[src/pkg/dmtm_regs.svh]
// Constants for the transfer mode controller
`ifndef DMTM_REGS_SVH
`define DMTM_REGS_SVH

`define DMTM_MODE_STOP      3'h0
`define DMTM_MODE_BASIC     3'h1
`define DMTM_MODE_AUTO      3'h2
`define DMTM_MODE_PING_PONG 3'h3
`define DMTM_MODE_MEM_SG    3'h4

`define DMTM_COUNT_W        10
`define DMTM_COUNT_RST      10'h000
`define DMTM_ALT_RST        1'b0
`define DMTM_STOPPED_RST    1'b1

`endif

[src/pkg/dmtm_pkg.sv]
// Types for the transfer mode controller
package dmtm_pkg;

  typedef struct packed {
    logic [9:0] item_count_minus_one;
    logic       spare_bit;
    logic [2:0] transfer_mode_field;
  } dmtm_ctl_word_t;

  typedef enum logic [2:0] {
    ST_IDLE,
    ST_FETCH,
    ST_WAIT_REQ,
    ST_ARB,
    ST_XFER,
    ST_SG
  } dmtm_state_t;

endpackage

[src/design/dmtm_item_counter.sv]
// Outstanding item counter
`timescale 1ns/1ns
`include "dmtm_regs.svh"
module dmtm_item_counter
  import dmtm_pkg::*;
#(
  parameter int W = `DMTM_COUNT_W
) (
  input  wire logic         ref_clk,
  input  wire logic         rst,
  input  wire logic         load,
  input  wire logic [W-1:0] load_val,
  input  wire logic         dec,
  output logic      [W-1:0] count,
  output logic              last
);

  logic [W-1:0] count_reg;
  logic [W-1:0] count_next;

  assign count_next = load ? load_val : (dec ? count_reg - W'(1) : count_reg);
  assign count      = count_reg;
  assign last       = (count_reg == '0);

  always_ff @(posedge ref_clk or posedge rst) begin
    if (rst) begin
      count_reg <= W'(`DMTM_COUNT_RST);
    end else begin
      count_reg <= count_next;
    end
  end

endmodule

[src/design/dmtm_mode_ctrl.sv]
// Per-channel transfer mode controller
`timescale 1ns/1ns
`include "dmtm_regs.svh"
module dmtm_mode_ctrl
  import dmtm_pkg::*;
#(
  parameter int CW = `DMTM_COUNT_W
) (
  input  wire logic           ref_clk,
  input  wire logic           rst,
  input  wire logic           chan_enable,
  input  wire logic           chan_request,
  output logic                fetch_req,
  output logic                fetch_alt,
  input  wire logic           fetch_valid,
  input  wire dmtm_ctl_word_t fetch_word,
  output logic                wb_valid,
  output dmtm_ctl_word_t      wb_word,
  output logic                xfer_pulse,
  output logic                cycle_done,
  output logic                chan_stopped,
  output logic                invalid_cfg,
  output logic                sg_start,
  input  wire logic           sg_done
);

  dmtm_state_t    state_reg;
  dmtm_state_t    state_next;
  logic [2:0]     mode_reg;
  logic [2:0]     mode_next;
  dmtm_ctl_word_t word_reg;
  dmtm_ctl_word_t word_next;
  logic           pend_req_reg;
  logic           pend_req_next;
  logic           alt_reg;
  logic           alt_next;
  logic           fetch_req_reg;
  logic           fetch_req_next;
  logic           wb_valid_reg;
  logic           wb_valid_next;
  dmtm_ctl_word_t wb_word_reg;
  dmtm_ctl_word_t wb_word_next;
  logic           xfer_reg;
  logic           xfer_next;
  logic           done_reg;
  logic           done_next;
  logic           stopped_reg;
  logic           stopped_next;
  logic           invalid_reg;
  logic           invalid_next;
  logic           sg_start_reg;
  logic           sg_start_next;
  logic [CW-1:0]  count;
  logic           last;
  logic           cnt_load;
  logic           cnt_dec;
  logic           fetched;
  logic [2:0]     fmode;
  logic           f_stop;
  logic           f_run;
  logic           f_sg;
  logic           req_take;

  assign fetched  = (state_reg == ST_FETCH) && fetch_valid;
  assign fmode    = fetch_word.transfer_mode_field;
  assign f_stop   = (fmode == `DMTM_MODE_STOP) || (fmode > `DMTM_MODE_MEM_SG);
  assign f_sg     = (fmode == `DMTM_MODE_MEM_SG);
  assign f_run    = !f_stop && !f_sg;
  assign req_take = (state_reg == ST_WAIT_REQ) && pend_req_reg;
  assign cnt_load = fetched && f_run;
  assign cnt_dec  = (state_reg == ST_XFER) && !last;

  // Pending request: a new request wins over its own consumption
  assign pend_req_next = chan_request || (pend_req_reg && !req_take);

  dmtm_item_counter #(
    .W (CW)
  ) u_count (
    .ref_clk  (ref_clk),
    .rst      (rst),
    .load     (cnt_load),
    .load_val (fetch_word.item_count_minus_one),
    .dec      (cnt_dec),
    .count    (count),
    .last     (last)
  );

  always_comb begin
    state_next     = state_reg;
    mode_next      = mode_reg;
    word_next      = word_reg;
    alt_next       = alt_reg;
    fetch_req_next = 1'b0;
    wb_valid_next  = 1'b0;
    wb_word_next   = wb_word_reg;
    xfer_next      = 1'b0;
    done_next      = 1'b0;
    stopped_next   = stopped_reg;
    invalid_next   = 1'b0;
    sg_start_next  = 1'b0;
    case (state_reg)
      ST_IDLE: begin
        if (chan_enable) begin
          state_next     = ST_FETCH;
          fetch_req_next = 1'b1;
          stopped_next   = 1'b0;
        end
      end
      ST_FETCH: begin
        fetch_req_next = 1'b1;
        if (fetch_valid) begin
          fetch_req_next = 1'b0;
          mode_next      = fmode;
          word_next      = fetch_word;
          if (f_stop) begin
            state_next   = ST_IDLE;
            stopped_next = 1'b1;
            invalid_next = 1'b1;
          end else if (f_sg) begin
            state_next    = ST_SG;
            sg_start_next = 1'b1;
          end else begin
            state_next = ST_WAIT_REQ;
          end
        end
      end
      ST_WAIT_REQ: begin
        if (pend_req_reg) begin
          state_next = ST_ARB;
        end
      end
      ST_ARB: begin
        state_next                        = ST_XFER;
        wb_valid_next                     = 1'b1;
        wb_word_next                      = word_reg;
        wb_word_next.item_count_minus_one = count;
      end
      ST_XFER: begin
        xfer_next = 1'b1;
        if (last) begin
          done_next = 1'b1;
          if (mode_reg == `DMTM_MODE_PING_PONG) begin
            state_next     = ST_FETCH;
            alt_next       = !alt_reg;
            fetch_req_next = 1'b1;
          end else begin
            state_next   = ST_IDLE;
            stopped_next = 1'b1;
            alt_next     = `DMTM_ALT_RST;
          end
        end else if (mode_reg == `DMTM_MODE_AUTO) begin
          state_next = ST_ARB;
        end else begin
          state_next = ST_WAIT_REQ;
        end
      end
      ST_SG: begin
        if (sg_done) begin
          state_next   = ST_IDLE;
          stopped_next = 1'b1;
        end
      end
      default: begin
        state_next = ST_IDLE;
      end
    endcase
  end

  always_ff @(posedge ref_clk or posedge rst) begin
    if (rst) begin
      state_reg    <= ST_IDLE;
      mode_reg     <= `DMTM_MODE_STOP;
      word_reg     <= '0;
      pend_req_reg <= 1'b0;
      alt_reg      <= `DMTM_ALT_RST;
    end else begin
      state_reg    <= state_next;
      mode_reg     <= mode_next;
      word_reg     <= word_next;
      pend_req_reg <= pend_req_next;
      alt_reg      <= alt_next;
    end
  end

  always_ff @(posedge ref_clk or posedge rst) begin
    if (rst) begin
      fetch_req_reg <= 1'b0;
      wb_valid_reg  <= 1'b0;
      wb_word_reg   <= '0;
      xfer_reg      <= 1'b0;
      done_reg      <= 1'b0;
      stopped_reg   <= `DMTM_STOPPED_RST;
      invalid_reg   <= 1'b0;
      sg_start_reg  <= 1'b0;
    end else begin
      fetch_req_reg <= fetch_req_next;
      wb_valid_reg  <= wb_valid_next;
      wb_word_reg   <= wb_word_next;
      xfer_reg      <= xfer_next;
      done_reg      <= done_next;
      stopped_reg   <= stopped_next;
      invalid_reg   <= invalid_next;
      sg_start_reg  <= sg_start_next;
    end
  end

  assign fetch_req    = fetch_req_reg;
  assign fetch_alt    = alt_reg;
  assign wb_valid     = wb_valid_reg;
  assign wb_word      = wb_word_reg;
  assign xfer_pulse   = xfer_reg;
  assign cycle_done   = done_reg;
  assign chan_stopped = stopped_reg;
  assign invalid_cfg  = invalid_reg;
  assign sg_start     = sg_start_reg;

  // Checks
  property p_stop_mode;
    @(posedge ref_clk) disable iff (rst)
    (fetched && f_stop) |=> (state_reg == ST_IDLE) && invalid_cfg && chan_stopped && !xfer_pulse;
  endproperty
  a_stop_mode: assert property (p_stop_mode) else $error("stop mode did not stop");

  property p_basic_req;
    @(posedge ref_clk) disable iff (rst)
    (state_reg == ST_ARB && mode_reg == `DMTM_MODE_BASIC) |-> $past(pend_req_reg);
  endproperty
  a_basic_req: assert property (p_basic_req) else $error("basic arb without request");

  property p_auto_run;
    @(posedge ref_clk) disable iff (rst)
    (state_reg == ST_XFER && !last && mode_reg == `DMTM_MODE_AUTO)
      |=> xfer_pulse && (state_reg == ST_ARB) ##1 (state_reg == ST_XFER) && wb_valid;
  endproperty
  a_auto_run: assert property (p_auto_run) else $error("auto mode stalled for request");

  property p_ping_alt;
    @(posedge ref_clk) disable iff (rst)
    (state_reg == ST_XFER && last && mode_reg == `DMTM_MODE_PING_PONG)
      |=> (state_reg == ST_FETCH) && fetch_req && (fetch_alt != $past(fetch_alt)) && cycle_done;
  endproperty
  a_ping_alt: assert property (p_ping_alt) else $error("ping-pong did not switch");

  property p_ping_end;
    @(posedge ref_clk) disable iff (rst)
    (state_reg == ST_XFER && last && mode_reg != `DMTM_MODE_PING_PONG)
      |=> (state_reg == ST_IDLE) && chan_stopped && cycle_done;
  endproperty
  a_ping_end: assert property (p_ping_end) else $error("non ping-pong cycle did not end");

  property p_wb_count;
    @(posedge ref_clk) disable iff (rst)
    (state_reg == ST_ARB)
      |=> wb_valid && (wb_word.item_count_minus_one == $past(count)) ##1 xfer_pulse;
  endproperty
  a_wb_count: assert property (p_wb_count) else $error("count not written before transfer");

  property p_count_dec;
    @(posedge ref_clk) disable iff (rst)
    (state_reg == ST_XFER && !last) |=> (count == $past(count) - CW'(1));
  endproperty
  a_count_dec: assert property (p_count_dec) else $error("count did not decrement");

  property p_sg_handoff;
    @(posedge ref_clk) disable iff (rst)
    (fetched && f_sg) |=> sg_start && (state_reg == ST_SG) ##1 !sg_start && !xfer_pulse;
  endproperty
  a_sg_handoff: assert property (p_sg_handoff) else $error("scatter-gather not handed off");

  property p_xfer_cause;
    @(posedge ref_clk) disable iff (rst)
    xfer_pulse |-> $past(state_reg == ST_XFER) && $past(state_reg == ST_ARB, 2);
  endproperty
  a_xfer_cause: assert property (p_xfer_cause) else $error("transfer without arbitration");

endmodule

[config.mk]
export PLATFORM = sky130hd
export DESIGN_NAME = dmtm_mode_ctrl
export DESIGN_NICKNAME = d
export VERILOG_FILES = /design/src/pkg/dmtm_pkg.sv /design/src/design/dmtm_item_counter.sv /design/src/design/dmtm_mode_ctrl.sv
export VERILOG_INCLUDE_DIRS = /design/src /design/src/pkg
export SDC_FILE = /design/constraint.sdc
export NUM_CORES = 1
export LEC_CHECK = 0
export BUFFER_PORTS_ARGS = -buffer_cell sky130_fd_sc_hd__buf_2
export CAP_MARGIN = 20
export CORE_ASPECT_RATIO = 0.75
export CORE_UTILIZATION = 35
export DETAILED_ROUTE_END_ITERATION = 10
export SYNTH_ARGS = -nofsm -noshare
export SYNTH_HDL_FRONTEND = slang
export SYNTH_SLANG_ARGS = --single-unit
[constraint.sdc]
create_clock -name ref_clk -period 4.5 [get_ports ref_clk]
set_input_delay 0.45 -clock ref_clk [delete_from_list [all_inputs] [get_ports ref_clk]]
set_output_delay 0.45 -clock ref_clk [all_outputs]
set_load 0.01 [all_outputs]
==> out/qor.yml <==
grt_usage: 0.156
clk_pin_slew_ns: 0.08
setup_viol: 0
coreArea_mm2: 0.00506
rsz0062_at_grt: "false"
cts_buffers: 5
htreeDepth: 2
max_freq_mhz: 516
clock-sinks: 40
intPower_uw: 880
synth-seq-area-share: 0.525
ys_ff_latch: 40
wl_per_cell_um: 13.8
place.gp.congestion: 0.811
viasPerCell: 4.99
setup_ws_ns: 2.56
pwr-share-seq: 0.471
path_max_fanout: 13
dp_hpwl_um: 2900
grt_pass1_wl_um: 6780
synth_ff_type: "dfrtp_1"
vias: 1478
grt.overflow.total: 0
tns_ns: 0
finalClockSkew_ns: 0.00451
die_area_mm2: 0.00576
ant_nets: 0
drc: 0
rows: 22
pin_count: 42
end_kind: "register"
drive_above_1_share: 0.308
final_core_util: 0.447
startpoint_type: "register"
whs_ns: 0.281
rr_startpoint: "state_reg[0]$_DFFE_PP0P_"
final_area_mm2: 0.00227
io_buffers: 41
power_leakage_nw: 1.04
cpPeakStageDelay_ns: 0.54
drv_slew: 0
synth.avg_cell_area_um2: 10.5
switchingPower_uw: 487
synthArstFlopShare: 1.00
r2r_end: "u_count.count[9]$_DFFE_PP0P_"
post_cts_resized: 0
fin_nets: 246
r2r_slack_ns: 2.56
maxSlewHeadroom: 0.439
switching_share: 0.356
diodes: 0
power.density_mw_per_mm2: 603
final_common_cell: "buf_2"
hold_buffers: 0
maxCapViolations: 0
pwr-share-clk: 0.179
path_class: "register to register"
clock_path_buffers: 2
synthCells: 181
status: "complete, no violations"
cts_tree: "done"
start_util: 0.377
post_cts_buffers: 0
die_x_um: 87.3
grt_pass1_vias: 1319
post_dp_cell_area_mm2: 0.00218
fill_cells: 540
area.growth.synth_to_final_pct: 18.7
final_cell_mix: "41 x buf_2, 39 x dfrtp_1, 17 x nand2_1, 14 x mux2_2, 12 x o21ai_0"
ys_warn_count: 0
hold_viol_final: 0
clock-root-buffer: "clkbuf_8"
r2r_cells: 5
synth_cell_types: 50
dr.pass1.iters: 4
largest_reg_flops: 14
dr.first_iter.drc_count: 122
syn-num-nets: 204
comb_power_share: 0.349
place_inst: 288
path_cells: "nor4bb_1 -> buf_4 -> and2_0 -> a211oi_1 -> a221o_1"
min_period_over_period: 0.431
pre_cts_ws_ns: 2.60
clk_latency_ns: 0.28
worst_pin_slew_ns: 0.839
critPathRequiredTime_ns: 4.67
crit_path_top_delay_cell: "dfrtp_1"
min_path_type: "input port to async pin"
wl_um: 4080
final_cells: 296
ir_drop_v: 0.000273
finalCriticalPeriod_ns: 1.94
synth_area_mm2: 0.00191
grt_max_degree: 41
synth_enable_flop_cells: 0
antenna_found_initial: 0
cp.arrival_ns: 2.11
die_h_um: 66.0
power_mw: 1.37
kinds of logic after synthesis:
family	Yosys count	synth area share
compound gates	40	0.136
flops	40	0.525
simple gates	63	0.183
mux	15	0.0878
xor+xnor	1	0.00459
fa+ha+maj	3	0.0197
buf+inv	19	0.0446
final cells by class:
type	instances	area (um^2)	share of cell area
Tap cell	72	90.1	0.0398
Multi-Input combinational cell	122	822	0.363
Timing Repair Buffer	43	220	0.0972
Sequential cell	40	1000	0.442
Inverter	11	41.3	0.0182
Clock buffer	8	90.1	0.0398
synthesized netlist by cell type (3+ instances only):
master / number / share of area
clkbuf_1: 4 / 0.0079
nor3_1: 3 / 0.0079
nand3_1: 6 / 0.016
mux2_2: 14 / 0.083
ha_1: 3 / 0.020
o21ai_0: 12 / 0.031
nor2_1: 10 / 0.020
inv_1: 10 / 0.020
and2_1: 4 / 0.013
a21oi_1: 6 / 0.016
nand2_1: 17 / 0.033
dfrtp_1: 39 / 0.51
nand3b_1: 3 / 0.012
a31oi_1: 4 / 0.013
or4_1: 3 / 0.012
power groups by stage:
stage          Combinational, mW  Sequential (mW)  Clock [mW]
2_1_floorplan              0.324            0.644           0
3_3_place_gp               0.479            0.652           0
3_5_place_dp               0.479            0.652           0
4_1_cts                    0.482            0.646       0.252
5_1_grt                    0.536            0.673       0.270
6_report                   0.477            0.644       0.245
how the worst max path moves through the flow:
stage                                            start                            to  slack [ns]  cells after the start
after detailed placement      state_reg[0]$_DFFE_PP0P_  u_count.count[9]$_DFFE_PP0P_        2.60                      5
after global placement        state_reg[2]$_DFFE_PP0P_        wb_word[8]$_DFFE_PP0P_        2.57                      2
after floorplan           u_count.count[5]$_DFFE_PP0P_  u_count.count[7]$_DFFE_PP0P_        2.83                      3
after CTS                     state_reg[0]$_DFFE_PP0P_  u_count.count[9]$_DFFE_PP0P_        2.58                      5
after global routing          state_reg[0]$_DFFE_PP0P_  u_count.count[4]$_DFFE_PP0P_        2.37                      5
final                         state_reg[0]$_DFFE_PP0P_  u_count.count[9]$_DFFE_PP0P_        2.56                      5
routing by layer:
metal  up-vias  track usage  part of all wire
met5         -            0                 0
met4         0       0.0307            0.0039
met3         2       0.0437             0.045
met2        35        0.205              0.39
met1       705        0.247              0.56
li1        736            -                 -
critical path, delay by kind of cell (launching register included):
family | cells | cell delay (ns)
AOI/OAI and AO/OA | 2 | 0.35
buffers and inverters | 1 | 0.23
DFF | 1 | 0.54
and+or+nand+nor | 2 | 0.69
Power figures use the tool's default switching activity.
